### config.mk
export PLATFORM = sky130hd
export DESIGN_NAME = mie_exec_unit
export DESIGN_NICKNAME = d
export VERILOG_FILES = /design/src/rtl/mie_pkg.sv /design/src/rtl/mie_alu_if.sv /design/src/rtl/mie_alu.sv /design/src/rtl/mie_exec_unit.sv
export VERILOG_INCLUDE_DIRS = /design/src /design/src/rtl
export SDC_FILE = /design/constraint.sdc
export NUM_CORES = 1
export LEC_CHECK = 0
export ABC_AREA = 1
export ABC_CLOCK_PERIOD_IN_PS = 2500
export BUFFER_PORTS_ARGS = -buffer_cell sky130_fd_sc_hd__buf_2
export CAP_MARGIN = 20
export CORE_MARGIN = 4
export CORE_UTILIZATION = 46
export CTS_CLUSTER_DIAMETER = 150
export DETAILED_ROUTE_END_ITERATION = 16
export PLACE_DENSITY = 0.75
export SLEW_MARGIN = 20
export SYNTH_ARGS = -nofsm -noshare
export SYNTH_HDL_FRONTEND = slang
export SYNTH_HIERARCHICAL = 1
export SYNTH_SLANG_ARGS = --single-unit
### constraint.sdc
create_clock -name clk_i -period 2.5 [get_ports clk_i]
set_clock_uncertainty 0.05 [all_clocks]
set_input_delay 0.25 -clock clk_i [delete_from_list [all_inputs] [get_ports clk_i]]
set_output_delay 0.25 -clock clk_i [all_outputs]
set_load 0.01 [all_outputs]
### src/rtl/mie_params.svh
// Constants for the instruction execute subset: widths, reset values
// and the software interrupt vector.
// Assumes inclusion by bare name from every file that needs them.
`ifndef MIE_PARAMS_SVH
`define MIE_PARAMS_SVH

`define MIE_PC_W 10
`define MIE_DATA_W 8
`define MIE_REG_ADDR_W 6
`define MIE_POINTER_BITS 2
`define MIE_PC_RESET 10'h000
`define MIE_ACC_RESET 8'h00
`define MIE_SWI_VECTOR 10'h001
`define MIE_PC_STEP 10'h001
`define MIE_PC_SKIP_STEP 10'h002

`endif

### src/rtl/mie_pkg.sv
// Types shared by the execute unit, its ALU and the ALU interface.
// Assumes nothing beyond a SystemVerilog compiler.
package mie_pkg;

    // Operation presented with each issued instruction
    typedef enum logic [2:0] {
        MIE_OP_NONE,
        MIE_OP_ENABLE_INTERRUPTS,
        MIE_OP_JUMP_VIA_ACCUMULATOR,
        MIE_OP_INCREMENT_REGISTER,
        MIE_OP_INCREMENT_SKIP_ZERO,
        MIE_OP_OR_ACCUMULATOR_REGISTER,
        MIE_OP_SOFTWARE_INTERRUPT
    } mie_op_t;

    // Issue sequencer states
    typedef enum logic [1:0] {
        ST_EXECUTE,
        ST_STALL_TWO,
        ST_STALL_ONE
    } mie_state_t;

    // ALU function select
    typedef enum logic {
        ALU_INCREMENT,
        ALU_OR
    } mie_alu_sel_t;

endpackage

### src/rtl/mie_alu_if.sv
// Operand and result bundle between the execute unit and its ALU.
// Assumes both ends share DATA_W.
`timescale 1ns/10ps
interface mie_alu_if #(parameter int DATA_W = 8);
    mie_pkg::mie_alu_sel_t sel;
    logic [DATA_W-1:0] reg_operand;
    logic [DATA_W-1:0] acc_operand;
    logic [DATA_W-1:0] result;
    logic zero;

    modport unit (output sel, output reg_operand, output acc_operand,
                  input result, input zero);
    modport alu (input sel, input reg_operand, input acc_operand,
                 output result, output zero);
endinterface

### src/rtl/mie_alu.sv
// Combinational ALU: register increment or accumulator OR register,
// with a zero indication on the 8-bit result.
// Assumes operands are stable within the issuing cycle.
`timescale 1ns/10ps
module mie_alu (
    // Operands and result
    mie_alu_if.alu alu_bus
);
    always_comb begin
        unique case (alu_bus.sel)
            mie_pkg::ALU_INCREMENT: begin
                alu_bus.result = alu_bus.reg_operand + 1'b1;
            end
            mie_pkg::ALU_OR: begin
                alu_bus.result = alu_bus.acc_operand | alu_bus.reg_operand;
            end
        endcase
    end

    // Zero wrap of 0xFF + 1 lands here as well
    assign alu_bus.zero = (alu_bus.result == '0);
endmodule

### src/rtl/mie_exec_unit.sv
// Execute unit for a subset of an 8-bit core's instructions.
// Assumes the register file answers reg_rdata_i for reg_addr_i in the
// same cycle and forwards its own pending write.
//
// Overview of operation
// - Enable-interrupts sets the global interrupt enable to one.
// - Jump loads pointer bits 1:0 and accumulator into PC; 2 cycles.
// - Increment adds one into accumulator or register by select; Z; 1 cycle.
// - Software interrupt pushes PC+1, loads 0x001 into PC, takes 3 cycles.
// - Increment-skip-zero increments first, stores by destination select.
// - Zero result discards the fetched next instruction; takes 2 cycles.
// - OR accumulator with register into chosen destination; Z; 1 cycle.
`timescale 1ns/10ps
`include "mie_params.svh"
module mie_exec_unit #(
    parameter int PC_W = `MIE_PC_W,
    parameter int DATA_W = `MIE_DATA_W,
    parameter int REG_ADDR_W = `MIE_REG_ADDR_W
) (
    // Clock and reset
    input wire logic clk_i,
    input wire logic rst_b_i,
    // Instruction issue
    input wire logic exec_valid_i,
    output logic exec_ready_o,
    input wire mie_pkg::mie_op_t op_i,
    input wire logic [REG_ADDR_W-1:0] reg_addr_i,
    input wire logic dest_sel_i,
    input wire logic [DATA_W-1:0] table_high_pointer_i,
    // Register file
    input wire logic [DATA_W-1:0] reg_rdata_i,
    output logic reg_we_o,
    output logic [REG_ADDR_W-1:0] reg_waddr_o,
    output logic [DATA_W-1:0] reg_wdata_o,
    // Return stack
    output logic stack_push_o,
    output logic [PC_W-1:0] stack_data_o,
    // Core state
    output logic [PC_W-1:0] program_counter_o,
    output logic [DATA_W-1:0] accumulator_o,
    output logic zero_flag_o,
    output logic global_interrupt_enable_o,
    output logic discard_fetch_o
);

    ////////////////////////////////////////////////////////////////////
    // Elaboration checks

    // Jump target is exactly two pointer bits above one accumulator
    if (PC_W != `MIE_POINTER_BITS + DATA_W) begin : g_bad_pc_w
        $error("PC_W must equal pointer bits plus DATA_W");
    end
    if (DATA_W != 8 || REG_ADDR_W < 1) begin : g_bad_data_w
        $error("DATA_W must be 8 and REG_ADDR_W at least 1");
    end

    ////////////////////////////////////////////////////////////////////
    // Helpers

    function automatic logic writes_result(input mie_pkg::mie_op_t op);
        return op == mie_pkg::MIE_OP_INCREMENT_REGISTER ||
               op == mie_pkg::MIE_OP_INCREMENT_SKIP_ZERO ||
               op == mie_pkg::MIE_OP_OR_ACCUMULATOR_REGISTER;
    endfunction

    function automatic logic [PC_W-1:0] pc_add(input logic [PC_W-1:0] pc,
                                               input logic [PC_W-1:0] n);
        return PC_W'(pc + n);
    endfunction

    ////////////////////////////////////////////////////////////////////
    // Issue and ALU

    mie_pkg::mie_state_t state_reg;
    logic [PC_W-1:0] pc_reg;
    logic [DATA_W-1:0] acc_reg;
    logic issue;
    logic skip;

    mie_alu_if #(.DATA_W(DATA_W)) alu_bus ();

    mie_alu u_alu (
        .alu_bus(alu_bus)
    );

    assign exec_ready_o = (state_reg == mie_pkg::ST_EXECUTE);
    assign issue = exec_valid_i && exec_ready_o;
    assign alu_bus.sel = (op_i == mie_pkg::MIE_OP_OR_ACCUMULATOR_REGISTER)
                         ? mie_pkg::ALU_OR : mie_pkg::ALU_INCREMENT;
    assign alu_bus.reg_operand = reg_rdata_i;
    assign alu_bus.acc_operand = acc_reg;
    assign skip = issue && op_i == mie_pkg::MIE_OP_INCREMENT_SKIP_ZERO &&
                  alu_bus.zero;

    ////////////////////////////////////////////////////////////////////
    // Sequencer: holds issue off for the extra cycles of long ops

    always_ff @(posedge clk_i) begin
        if (!rst_b_i) begin
            state_reg <= mie_pkg::ST_EXECUTE;
        end else begin
            unique case (state_reg)
                mie_pkg::ST_EXECUTE: begin
                    if (issue &&
                        op_i == mie_pkg::MIE_OP_SOFTWARE_INTERRUPT) begin
                        state_reg <= mie_pkg::ST_STALL_TWO;
                    end else if (issue && (skip || op_i ==
                                 mie_pkg::MIE_OP_JUMP_VIA_ACCUMULATOR)) begin
                        state_reg <= mie_pkg::ST_STALL_ONE;
                    end
                end
                mie_pkg::ST_STALL_TWO: begin
                    state_reg <= mie_pkg::ST_STALL_ONE;
                end
                mie_pkg::ST_STALL_ONE: begin
                    state_reg <= mie_pkg::ST_EXECUTE;
                end
            endcase
        end
    end

    ////////////////////////////////////////////////////////////////////
    // Program counter

    always_ff @(posedge clk_i) begin
        if (!rst_b_i) begin
            pc_reg <= `MIE_PC_RESET;
        end else if (issue) begin
            unique case (op_i)
                mie_pkg::MIE_OP_JUMP_VIA_ACCUMULATOR: begin
                    pc_reg <= {table_high_pointer_i[`MIE_POINTER_BITS-1:0],
                               acc_reg};
                end
                mie_pkg::MIE_OP_SOFTWARE_INTERRUPT: begin
                    pc_reg <= `MIE_SWI_VECTOR;
                end
                mie_pkg::MIE_OP_INCREMENT_SKIP_ZERO: begin
                    // Skipped slot runs as a NOP, so step over it
                    pc_reg <= pc_add(pc_reg, skip ? `MIE_PC_SKIP_STEP
                                                  : `MIE_PC_STEP);
                end
                default: begin
                    pc_reg <= pc_add(pc_reg, `MIE_PC_STEP);
                end
            endcase
        end
    end

    assign program_counter_o = pc_reg;

    ////////////////////////////////////////////////////////////////////
    // Accumulator, register write-back, zero flag

    always_ff @(posedge clk_i) begin
        if (!rst_b_i) begin
            acc_reg <= `MIE_ACC_RESET;
        end else if (issue && writes_result(op_i) && !dest_sel_i) begin
            acc_reg <= alu_bus.result;
        end
    end

    assign accumulator_o = acc_reg;

    always_ff @(posedge clk_i) begin
        if (!rst_b_i) begin
            reg_we_o <= 1'b0;
            reg_waddr_o <= '0;
            reg_wdata_o <= '0;
        end else begin
            reg_we_o <= issue && writes_result(op_i) &&
                        dest_sel_i;
            reg_waddr_o <= reg_addr_i;
            reg_wdata_o <= alu_bus.result;
        end
    end

    // Skip-on-zero leaves the flag alone
    always_ff @(posedge clk_i) begin
        if (!rst_b_i) begin
            zero_flag_o <= 1'b0;
        end else if (issue &&
                     (op_i == mie_pkg::MIE_OP_INCREMENT_REGISTER ||
                      op_i == mie_pkg::MIE_OP_OR_ACCUMULATOR_REGISTER)) begin
            zero_flag_o <= alu_bus.zero;
        end
    end

    ////////////////////////////////////////////////////////////////////
    // Interrupt enable, stack push, fetch discard

    always_ff @(posedge clk_i) begin
        if (!rst_b_i) begin
            global_interrupt_enable_o <= 1'b0;
        end else if (issue &&
                     op_i == mie_pkg::MIE_OP_ENABLE_INTERRUPTS) begin
            global_interrupt_enable_o <= 1'b1;
        end
    end

    always_ff @(posedge clk_i) begin
        if (!rst_b_i) begin
            stack_push_o <= 1'b0;
            stack_data_o <= '0;
            discard_fetch_o <= 1'b0;
        end else begin
            stack_push_o <= issue &&
                            op_i == mie_pkg::MIE_OP_SOFTWARE_INTERRUPT;
            stack_data_o <= pc_add(pc_reg, `MIE_PC_STEP);
            discard_fetch_o <= skip;
        end
    end
endmodule

# Yosys cells after proc, flatten, opt, wreduce, memory -nomap -nowiden
# Index checks and enable logic that the tools add are counted.
# op_classes
n_addsub,3
eq_ne,9
n_mux,7
bitwise_logic,2
n_reduce_logical,17
# ops
op,n
one-hot mux 10 bit (3 select lines),1
one-hot mux 8 bit (2 select lines),1
adder 10 x 1 -> 10 bit (second input constant),1
adder 10 x 2 -> 10 bit,1
logical AND 1 bit,10
== test 3 bit (second input constant),3
adder 8 x 1 -> 8 bit (second input constant),1
zero test 8 bit,1
OR 8 bit,1
== test 3 x 2 -> 1 bit (second input constant),2
two-way mux 2 bit,3
one-hot mux 2 bit (3 select lines),1
logical OR 1 bit,4
== test 3 x 1 -> 1 bit (second input constant),1
inequality test 3 x 1 -> 1 bit (second input constant),1
== test 2 x 1 -> 1 bit (second input constant),1
== test 2 bit (second input constant),1
zero test 2 bit,1
zero test 1 bit,1
two-way mux 1 bit,1
NOT 1 bit,1
# totals
ff_bits,49
inputBits,29
out_inout_bits,48

# Logic depth before layout (Yosys ltp)
# Gate-level depths: netlist of the first run.
# depth
depth_word,11
mapped_depth,26
depth_no_buf,26

# Cells and area by module
# The synthesis of the first run kept the hierarchy.
# modules_own_cells
mod,n_inst,cells_per_inst,area_per_inst_um2
mie_exec_unit,1,310,2259.7
mie_alu,1,64,302.8

# Worst setup path after synthesis of the first run
# Ideal clock, no wire load.
# synth_path
path_type,input port to flip-flop
start,in op_i[2]
end,"reg pc_reg[8], in the netlist program_counter_o[8]"
setup_time_ps,134
arrival_ps,2467
setup_slack_ps,-150
path_stages,26
n_path_buf,1
path_cell_list,buf_6 nand2_1 nor2_1 inv_2 nand2_4 nor2_4 nand2_1 nand2_1 nand2_1 nand2_1 inv_1 nand2_1 nor2_2 nand3_2 ha_1 fa_1 nand2_1 inv_2 nand3_1 inv_1 nand2_1 nand2_1 nand2_1 nand2_1 nand3_1 a21oi_1
# synth_between
elab_chain_len,9
word_cells_on_any_way,13
cone_classes,1 x add/sub; 4 x eq/ne; 4 x mux; 1 x bitwise; 3 x reduce/logical
# synth_rtl
element,line_no,rtl
start: declaration,mie_exec_unit.sv:26,"input wire mie_pkg::mie_op_t op_i,"
== test 3 bit *,mie_exec_unit.sv:88,assign alu_bus.sel = (op_i == mie_pkg::MIE_OP_OR_ACCUMULATOR_REGISTER)
two-way mux 1 bit *,mie_exec_unit.sv:89,? mie_pkg::ALU_OR : mie_pkg::ALU_INCREMENT;
named net alu_bus.sel,mie_alu_if.sv:5,mie_pkg::mie_alu_sel_t sel;
NOT 1 bit,mie_alu.sv:10,unique case (alu_bus.sel)
one-hot mux 8 bit (2 select lines) *,mie_alu.sv:10,
zero test 8 bit *,mie_alu.sv:21,assign alu_bus.zero = (alu_bus.result == '0);
named net alu_bus.zero,mie_alu_if.sv:9,logic zero;
logical AND 1 bit *,mie_exec_unit.sv:92,assign skip = issue && op_i == mie_pkg::MIE_OP_INCREMENT_SKIP_ZERO &&
two-way mux 2 bit (no line) *,-,
adder 10 x 2 -> 10 bit *,mie_exec_unit.sv:68,return PC_W'(pc + n);
one-hot mux 10 bit (3 select lines) *,mie_exec_unit.sv:129,unique case (op_i)
end signal: assignment,mie_exec_unit.sv:127,pc_reg <= `MIE_PC_RESET;
end signal: assignment,mie_exec_unit.sv:131,"pc_reg <= {table_high_pointer_i[`MIE_POINTER_BITS-1:0],"
end signal: assignment,mie_exec_unit.sv:135,pc_reg <= `MIE_SWI_VECTOR;
end: declaration,mie_exec_unit.sv:75,logic [PC_W-1:0] pc_reg;
# Mark *: on every way through the listed nets, which the timed path passes. The rest lies on a longest branch.
# A chain may end at the register's enable or synchronous reset.

# Worst setup path in the final report of the first run
# layout_path
start,in op_i[2]
end,"reg pc_reg[6], in the netlist program_counter_o[6]"
# Same word-level chain as after synthesis.

==> results.sh, run 1 <==
export IMPL_syn_area_sq_um=2560
export IMPL_holdCritStartpoint="reg_addr_i[1]"
export IMPL_timing_rr_end="program_counter_o[6]$_SDFFE_PN0P_"
export IMPL_wire_per_inst_microns=12.4
export IMPL_grtUsageMet1_pct=25.2
export IMPL_peakVddDrop_uv=264
export IMPL_timing_hold_ws_ns=0.0789
export IMPL_hold_depth=3
export IMPL_rows=26
export IMPL_crit_required_ns=2.60
export IMPL_layout_drive_gt1_share_pct=33.9
export IMPL_yosys_warnings=6
export IMPL_drv_slew=0
export IMPL_final_cell_area_sq_um=3390
export IMPL_min_to="reg_waddr_o[1]$_SDFF_PN0_"
export IMPL_core_area_sq_um=5240
export IMPL_grt_pass1_wl_mm=10.7
export IMPL_cp_max_fo=6
export IMPL_cts_clk_slew_worst_paths_ns=0.09
export IMPL_stdcell_count=545
export IMPL_synthArstFlopShare_pct=0
export IMPL_antenna_found_initial=0
export IMPL_violations="setup timing"
export IMPL_synth_commonest_cells="nand2_1, dfxtp_1, inv_1, a21oi_1, nand3_1"
export IMPL_cap_violations=0
export IMPL_grt_usage_pct=19.9
export IMPL_timing_fmax_mhz=399
export IMPL_dpl_cell_count=533
export IMPL_synth_top_area_cell="dfxtp_1"
export IMPL_synth_seq_area_share_pct=38.3
export IMPL_power_mw=1.76
export IMPL_numCtsBuffers=5
export IMPL_min_period_ns=2.51
export IMPL_wl_mm=6.74
export IMPL_rsz0062_at_grt="yes"
export IMPL_start_util_pct=48.9
export IMPL_synthCells=374
export IMPL_clk_insertion_delay_late_ns=0.30
export IMPL_worstHoldPathType="input pin to flip-flop"
export IMPL_final_setup_viol_count=1
export IMPL_nFillCells=478
export IMPL_hold_buffers=0
export IMPL_crit_arrival_ns=2.61
export IMPL_port_buffers=70
export IMPL_synth_flop_cell="dfxtp_1"
export IMPL_gr_total_overflow=0
export IMPL_top_usage_layer="met2"
export IMPL_worst_pin_slew_ns=1.03
export IMPL_worstSetupPathType="input pin to flip-flop"
export IMPL_post_route_period_util_pct=100
export IMPL_diodes=0
export IMPL_path_buf_inv=6
export IMPL_synthToLayoutAreaGrowth_pct=32.4
export IMPL_via_count=2709
export IMPL_synth_edf_count=0
export IMPL_synthTopCellsByArea="dfxtp_1, nand2_1, a21oi_1, inv_1, nand3_1"
export IMPL_cp_end_kind="flip-flop"
export IMPL_cts_buffer_depth=2
export IMPL_cts_root_buf="clkbuf_8"
export IMPL_leakagePower_nw=1.73
export IMPL_cts_tree="built"
export IMPL_cts_sinks=49
export IMPL_power_density_nw_per_um2=520
export IMPL_ios=77
export IMPL_hold_viol_final=0
export IMPL_cpMostUsedCell="nand2_1"
export IMPL_ys_types=32
export IMPL_status="finished, violations left"
export IMPL_viasPerCell=4.97
export IMPL_die_y_microns=82.6
export IMPL_yosys_cell_count_top_type="nand2_1"
export IMPL_reg2reg_from="accumulator_o[7]$_SDFFE_PN0P_"
export IMPL_cp_top_family="simple AND/OR/NAND/NOR gates"
export IMPL_final_net_count=510
export IMPL_antenna_left=0
export IMPL_initialDrtViolationCount=224
export IMPL_synth_seq_cells=49
export IMPL_dp_hpwl_mm=5.03
export IMPL_grt_max_degree=32
export IMPL_gr_usage_met2_pct=35.0
export IMPL_worst_r2r_cell_count=18
export IMPL_grt_pass1_vias=2415
export IMPL_die_w_microns=82.6
export IMPL_cp_start_kind="input pin"
export IMPL_dr_pass1_iters=4
export IMPL_htreeDepth=2
export IMPL_reg2reg_slack_ns=0.09
export IMPL_pre_cts_slack_ns=-0.266
export IMPL_syn_avg_cell_area_sq_um=6.85
export IMPL_syn_num_nets=410
export IMPL_drc_errors=0
export IMPL_use_met3_pct=4.56
export IMPL_place_area_sq_um=3170
export IMPL_dieArea_sq_um=6830
export IMPL_place_congestion=0.888
export IMPL_max_stage_delay_ns=0.37
export IMPL_timing_slew_headroom_pct=31.2
export IMPL_synthDominantCellAreaShare_pct=38.3
export IMPL_crit_chain="buf_2, nand2_4, nor2_4, buf_4, buf_4, a21oi_1, nand2_1, nand2_1, nand2_1, inv_1, nand2_1, nor2_2, nand3_2, ha_4, fa_2, nand2_2, inv_2, nand3_4, inv_2, a21oi_2, o21ai_1, nand2_1, a21oi_2"
export IMPL_slowest_stage="fa_2"
export IMPL_fin_ws_ns=-0.00869
placed cells by master, fill, tap and decap left out, types with 2 or more instances in the layout:
master      netlist  routed
inv_2             9      10
buf_2             1      69
buf_4             1      33
o21ai_0          12      11
nor2_1           26      25
ha_1              6       4
nand2_4           2       4
nand4_1           2       2
xnor2_1           2       2
a211oi_2          2       2
nand2_2           4       9
nor2_2            4       4
inv_4             0       2
nand3_1          33      31
dfxtp_1          49      49
clkinvlp_4        0       2
a21oi_1          36      33
nand2_1         103      96
inv_1            48      45
ha_4              0       2
clkbuf_8          0       5
o21ai_1           8       8
a21oi_2           3       5
nand3_2           1       2
buf_6             3       2
nor2_4            4       5
area by class of cell:
class / count / area, sq um / area share [%]
multi-input cells: 256 / 1400 / 41.2
flip-flops and latches: 49 / 981 / 28.9
repair buffers: 104 / 616 / 18.1
inverters: 58 / 223 / 6.57
well taps: 70 / 87.6 / 2.58
clock buffers: 6 / 72.6 / 2.14
clock inverters: 2 / 15.0 / 0.443
through the flow:
| step | setup TNS (ns) | util (%) |
|---|---|---|
| CTS | 0 | 62.1 |
| global placement | -1.38 | 60.5 |
| finish | -0.00869 | 64.8 |
| global route | -0.432 | 64.8 |
| floorplan | 0 | - |
| detailed placement | -1.78 | 60.5 |
logic make-up (layout without fill, tap and decap cells):
logic type | Yosys count | after routing | synth area share (%)
xor+xnor | 3 | 3 | 1.03
fa+ha+maj | 7 | 7 | 3.71
simple gates | 183 | 183 | 32.3
flops | 49 | 49 | 38.3
buf+inv | 69 | 170 | 11.2
compound gates | 63 | 63 | 13.5
worst reg2reg max path, delay by kind of cell, from the launching register on:
kind                       cells  cell delay, ns
and+or+nand+nor                9            0.73
adders and majority gates      2            0.56
buffers and inverters          3            0.15
AOI/OAI and AO/OA              4            0.44
DFF                            1            0.33
layer usage:
layer	up-vias	wire length [microns]
met3	6	523
met5	-	0
met4	0	27
li1	1378	-
met2	96	3270
met1	1229	2910
worst max path at each step:
stage / to / cells past startpoint / slack, ns / start
after floorplan: program_counter_o[8]$_SDFFE_PN0P_ / 26 / 0.007 / op_i[2]
after global placement: program_counter_o[8]$_SDFFE_PN0P_ / 27 / -0.22 / op_i[1]
after detailed placement: program_counter_o[6]$_SDFFE_PN0P_ / 25 / -0.27 / op_i[1]
after CTS: program_counter_o[8]$_SDFFE_PN0P_ / 26 / 0.06 / op_i[1]
after global routing: program_counter_o[6]$_SDFFE_PN0P_ / 21 / -0.18 / op_i[0]
final: program_counter_o[6]$_SDFFE_PN0P_ / 23 / -0.009 / op_i[2]
power breakdown:
part	total (mW)	switching (mW)	leakage [nW]	internal [mW]
sequential	0.871	0.0414	0.402	0.830
clock	0.464	0.267	0.0374	0.198
combinational	0.428	0.249	1.29	0.179
total	1.76	0.557	1.73	1.21
what timing repair did:
item,in CTS,in global routing
gates resized for setup,0,28
buffers inserted,0,4
endpoints found under the setup margin,0,8
No activity file was read; power rests on OpenSTA's default activity.
==> run 2, diff against run 1 <==
- ABC_AREA: 1 -> 0
- PLACE_DENSITY: 0.75 -> 0.76
==> run 2 against run 1 <==
  * The run still ends with setup timing left
  * Synthesized cell count fell by 23%
  * Power up 0.37%
  * Sequential share of layout area grew 0.47 points
  * Count of clock-buffer cells in the layout increased by 1
  * Highest routed layer unchanged
==> results.sh, run 2 <==
export IMPL_status="finished, violations left"
export IMPL_violations="setup timing"
export IMPL_synth_seq_cells=49
export IMPL_crit_required_ns=2.66
export IMPL_syn_avg_cell_area_sq_um=8.69
export IMPL_post_route_util_pct=64.1
export IMPL_synthDominantCellAreaShare_pct=39.2
export IMPL_synth_flop_cell="dfxtp_1"
export IMPL_numCtsBuffers=5
export IMPL_antenna_found_initial=0
export IMPL_layout_drive_gt1_share_pct=36.6
export IMPL_cp_end_kind="flip-flop"
export IMPL_final_cell_mix="buf_2, dfxtp_1, nor2_1"
export IMPL_synthToLayoutAreaGrowth_pct=33.4
export IMPL_cp_start_kind="input pin"
export IMPL_cts_tree="built"
export IMPL_via_count=2449
export IMPL_leakagePower_nw=1.47
export IMPL_seq_area_sq_um=981
export IMPL_hold_buffers=0
export IMPL_cap_violations=0
export IMPL_final_net_count=421
export IMPL_initialDrtViolationCount=159
export IMPL_peakVddDrop_uv=286
export IMPL_cts_root_buf="clkbuf_8"
export IMPL_multi_input_area_sq_um=1530
export IMPL_yosys_cell_count_top_type="dfxtp_1"
export IMPL_holdCritStartpoint="reg_addr_i[5]"
export IMPL_synth_top_area_cell="dfxtp_1"
export IMPL_yosys_warnings=6
export IMPL_cts_sinks=49
export IMPL_dr_pass1_iters=4
export IMPL_htreeDepth=2
export IMPL_ys_types=52
export IMPL_port_buffers=70
export IMPL_gr_total_overflow=0
export IMPL_dp_hpwl_mm=4.98
export IMPL_synthTopCellsByArea="dfxtp_1, nor2_1, and2_1, mux2i_1, a21oi_1"
export IMPL_start_util_pct=48.1
export IMPL_wire_per_inst_microns=15.1
export IMPL_diodes=0
export IMPL_grt_pass1_wl_mm=11.2
export IMPL_die_w_microns=81.8
export IMPL_worstSetupPathType="input pin to flip-flop"
export IMPL_rows=26
export IMPL_cts_buffer_depth=2
export IMPL_rsz0062_at_grt="yes"
export IMPL_ios=77
export IMPL_timing_fmax_mhz=380
export IMPL_power_mw=1.77
export IMPL_worst_pin_slew_ns=0.616
export IMPL_antenna_left=0
export IMPL_final_common_cell="buf_2"
export IMPL_wl_mm=6.88
export IMPL_fin_ws_ns=-0.130
export IMPL_nFillCells=463
export IMPL_place_area_sq_um=3130
export IMPL_timing_slew_headroom_pct=58.7
export IMPL_final_setup_viol_count=8
export IMPL_place_congestion=0.906
export IMPL_synth_commonest_cells="dfxtp_1, nor2_1, and2_1, a21oi_1"
export IMPL_syn_area_sq_um=2500
export IMPL_viasPerCell=5.38
export IMPL_crit_arrival_ns=2.79
export IMPL_cp_max_fo=4
export IMPL_stdcell_count=455
export IMPL_hold_viol_final=0
export IMPL_power_density_nw_per_um2=530
export IMPL_clk_insertion_delay_late_ns=0.30
export IMPL_final_cell_area_sq_um=3340
export IMPL_reg2reg_from="accumulator_o[6]$_SDFFE_PN0P_"
export IMPL_dieArea_sq_um=6680
export IMPL_dpl_cell_count=441
export IMPL_timing_hold_ws_ns=0.108
export IMPL_cts_clk_slew_worst_paths_ns=0.09
export IMPL_core_area_sq_um=5200
export IMPL_drc_errors=0
export IMPL_startpoint="op_i[1]"
export IMPL_grt_usage_pct=21.8
export IMPL_die_y_microns=81.8
export IMPL_post_route_period_util_pct=105
export IMPL_grt_pass1_vias=2420
export IMPL_drv_slew=0
export IMPL_worstHoldPathType="input pin to flip-flop"
export IMPL_synthCells=288
export IMPL_synthArstFlopShare_pct=0
export IMPL_syn_num_nets=324
export IMPL_synth_edf_count=0
export IMPL_min_period_ns=2.63
export IMPL_synth_seq_area_share_pct=39.2
export IMPL_grt_max_degree=26
==> run 2: layout make-up <==
class | instances | share of cell area [%]
well taps | 70 | 2.62
multi-input cells | 217 | 45.7
flip-flops and latches | 49 | 29.4
repair buffers | 106 | 19.0
inverters | 6 | 0.675
clock buffers | 7 | 2.59
==> run 2: worst paths after layout <==
kind / end / slack [ns] / cells after the start
worst max-delay path: program_counter_o[8]$_SDFFE_PN0P_ / -0.13 / 15
worst min register to register: zero_flag_o$_SDFFE_PN0P_ / 0.43 / 2
worst max register to register: program_counter_o[8]$_SDFFE_PN0P_ / 0.02 / 11
worst min-delay path: reg_waddr_o[5]$_SDFF_PN0_ / 0.11 / 2
==> run 2: timing repair <==
item / 4_1_cts / 5_1_grt
setup buffers: 3 / 4
gates resized for setup: 7 / 9
gates cloned: 0 / 0
endpoints found under the setup margin: 9 / 9
pin swaps: 11 / 10
==> run 2: metrics by stage <==
step / worst slack, ns / TNS (ns)
6_report: -0.130 / -0.707
2_1_floorplan: -0.246 / -1.79
4_1_cts: -0.0986 / -0.286
3_5_place_dp: -0.468 / -3.65
3_3_place_gp: -0.391 / -3.05
5_1_grt: -0.316 / -1.66
==> run 2: cells by family (layout without fill, tap and decap cells) <==
kind of cell | after synthesis | in the layout | share of synthesized area, %
xor gates and xnor gates | 15 | 15 | 5.25
muxes | 13 | 13 | 5.25
adders and majority gates | 7 | 7 | 3.80
and+or+nand+nor | 122 | 122 | 26.2
buffers and inverters | 22 | 119 | 4.00
AOI/OAI and AO/OA | 60 | 60 | 16.3
DFF | 49 | 49 | 39.2
==> run 2: metal layers <==
| metal | wire length [microns] | vias up | GRT usage, % |
|---|---|---|---|
| met5 | 0 | - | 0 |
| met4 | 168 | 0 | 9.30 |
| met3 | 531 | 19 | 4.82 |
| met2 | 3300 | 104 | 35.1 |
| met1 | 2870 | 1124 | 28.0 |
| li1 | - | 1202 | - |
==> run 2: report_power, final <==
| part | leakage, nW | total [mW] | internal (mW) | switching (mW) |
|---|---|---|---|---|
| sequential | 0.402 | 0.884 | 0.830 | 0.0543 |
| combinational | 1.02 | 0.420 | 0.198 | 0.222 |
| clock | 0.0443 | 0.466 | 0.220 | 0.246 |
| total | 1.47 | 1.77 | 1.25 | 0.522 |
==> run 2: critical path, stage by stage <==
cell	delay, ns
buf_6	0.09
nand2b_4	0.15
nor2_4	0.11
and4b_4	0.23
a221o_1	0.32
a21oi_2	0.12
and4b_1	0.22
nand3_2	0.12
ha_4	0.20
fa_2	0.40
nand4_1	0.11
nor2_1	0.06
xor2_1	0.13
a21oi_1	0.08
nor4_1	0.20
==> run 3, diff against run 2 <==
- ABC_CLOCK_PERIOD_IN_PS: 2500 -> 2600
- CORE_UTILIZATION: 46 -> 51
- PLACE_DENSITY: 0.76 -> 0.8
- clock period: 2.5 -> 2.6 ns (I/O delays scaled with it)
==> run 3 against run 2 <==
  * The run still ends with setup timing left
  * Critical path depth stayed put
  * Critical path type unchanged
  * Sequential power is 3.7% lower
  * Wire length is 3.1% higher
  * Clock power is 37% higher
  * Count of clock-buffer cells in the layout is 2 lower
  * Largest cell class unchanged
  * Cell area is 0.97% lower
  * Worst hold slack worse by 0.0061 ns
  * Via count is 3.6% higher
==> results.sh, run 3 (synthesis results as in run 2) <==
export IMPL_crit_chain="buf_6, nand2b_4, nor2_4, and4b_4, a221o_1, a21oi_2, and4b_1, nand3_2, ha_4, fa_2, nand4_1, buf_4, a21oi_2, o221ai_1, o211a_1"
export IMPL_post_route_util_pct=70.0
export IMPL_timing_fmax_mhz=353
export IMPL_die_w_microns=78.0
export IMPL_fin_ws_ns=-0.229
export IMPL_cts_tree="built"
export IMPL_dp_hpwl_mm=4.81
export IMPL_rsz0062_at_grt="yes"
export IMPL_ios=77
export IMPL_start_util_pct=53.0
export IMPL_gr_total_overflow=0
export IMPL_reg2reg_slack_ns=-0.09
export IMPL_dieArea_sq_um=6090
export IMPL_cp_max_fo=4
export IMPL_final_net_count=414
export IMPL_path_buf_inv=2
export IMPL_cts_clk_slew_worst_paths_ns=0.09
export IMPL_final_setup_viol_count=8
export IMPL_slowest_stage="fa_2"
export IMPL_numCtsBuffers=5
export IMPL_peakVddDrop_uv=310
export IMPL_setup_tns_ns=-0.947
export IMPL_leakagePower_nw=1.46
export IMPL_timing_slew_headroom_pct=58.1
export IMPL_max_stage_delay_ns=0.38
export IMPL_rows=25
export IMPL_worst_pin_slew_ns=0.624
export IMPL_grt_pass1_wl_mm=11.4
export IMPL_synthToLayoutAreaGrowth_pct=32.1
export IMPL_cp_start_kind="input pin"
export IMPL_via_count=2536
export IMPL_wl_mm=7.09
export IMPL_cp_end_kind="flip-flop"
export IMPL_diodes=0
export IMPL_cpMostUsedCell="a21oi_2"
export IMPL_die_y_microns=78.0
export IMPL_htreeDepth=2
export IMPL_grt_usage_pct=23.2
export IMPL_antenna_left=0
export IMPL_grt_pass1_vias=2400
export IMPL_grt_max_degree=26
export IMPL_cts_sinks=49
export IMPL_layout_drive_gt1_share_pct=35.6
export IMPL_min_period_ns=2.83
export IMPL_violations="setup timing"
export IMPL_cp_top_family="simple AND/OR/NAND/NOR gates"
export IMPL_place_congestion=0.948
export IMPL_cts_root_buf="clkbuf_8"
export IMPL_status="finished, violations left"
export IMPL_cap_violations=0
export IMPL_initialDrtViolationCount=232
export IMPL_dr_pass1_iters=5
export IMPL_cts_buffer_depth=2
export IMPL_drv_slew=0
export IMPL_antenna_found_initial=0
export IMPL_worstHoldPathType="input pin to flip-flop"
export IMPL_post_route_period_util_pct=109
export IMPL_timing_hold_ws_ns=0.101
export IMPL_final_common_cell="buf_2"
export IMPL_clk_insertion_delay_late_ns=0.31
export IMPL_wire_per_inst_microns=15.9
export IMPL_pre_cts_slack_ns=-0.424
export IMPL_drc_errors=0
export IMPL_final_cell_mix="buf_2, dfxtp_1, nor2_1"
export IMPL_crit_arrival_ns=3.03
export IMPL_hold_viol_final=0
export IMPL_worstSetupPathType="input pin to flip-flop"
export IMPL_power_density_nw_per_um2=571
export IMPL_crit_required_ns=2.80
export IMPL_port_buffers=70
export IMPL_core_area_sq_um=4720
export IMPL_viasPerCell=5.69
[run 3: changes by cell type in the layout (fill, tap and decap cells not counted), sizes merged]
cell	previous run	this run
clkinv	0	1
buf	106	99
clkbuf	7	5
bufinv	0	2
[run 3: final timing paths]
path | from | to | cells after the start
worst max-delay path | op_i[1] | program_counter_o[4]$_SDFFE_PN0P_ | 15
worst min-delay path | reg_addr_i[2] | reg_waddr_o[2]$_SDFF_PN0_ | 2
worst max register to register | accumulator_o[6]$_SDFFE_PN0P_ | program_counter_o[4]$_SDFFE_PN0P_ | 11
worst min register to register | zero_flag_o$_SDFFE_PN0P_ | zero_flag_o$_SDFFE_PN0P_ | 2
[run 3: through the flow]
| stage | power [mW] | instance area (sq um) | instances |
|---|---|---|---|
| finish | 1.89 | 3310 | 446 |
| global route | 1.97 | 3310 | 446 |
| CTS | 1.88 | 3250 | 444 |
| detailed placement | 1.24 | 3080 | 432 |
| global placement | 1.23 | 3080 | 432 |
| floorplan | 1.10 | 2570 | 288 |
[run 3: power by group]
part / switching, mW / total [mW] / internal [mW]
sequential: 0.0525 / 0.851 / 0.798
clock: 0.255 / 0.637 / 0.382
combinational: 0.217 / 0.402 / 0.185
[run 3: final cells by class]
cell class / instances / area, sq um
multi-input combinational: 217 / 1510
fill: 386 / 1420
sequential: 49 / 981
timing repair buffer: 99 / 578
tap: 67 / 83.8
clock buffer: 5 / 68.8
clock inverter: 3 / 65.1
inverter: 6 / 22.5
[run 3: worst register-to-register path, cell delays in order, from the launching register on]
cell	delay [ns]
dfxtp_1	0.36
a221o_1	0.37
a21oi_2	0.15
and4b_1	0.25
nand3_2	0.14
ha_4	0.21
fa_2	0.39
nand4_1	0.14
buf_4	0.14
a21oi_2	0.06
o221ai_1	0.21
o211a_1	0.17
[run 3: layer usage]
metal	vias to the layer above	track usage, %	wire [microns]
met1	1176	30.0	2860
met4	0	7.52	227
met5	-	0	0
met3	26	4.36	552
met2	140	39.0	3450
li1	1194	-	-
[run 3: what timing repair did]
action / 4_1_cts / 5_1_grt
endpoints found under the hold margin: 0 / 0
pin swaps: 4 / 3
setup buffers: 4 / 2
resized for setup: 2 / 11
endpoints found under the setup margin: 8 / 9
hold buffers: 0 / 0
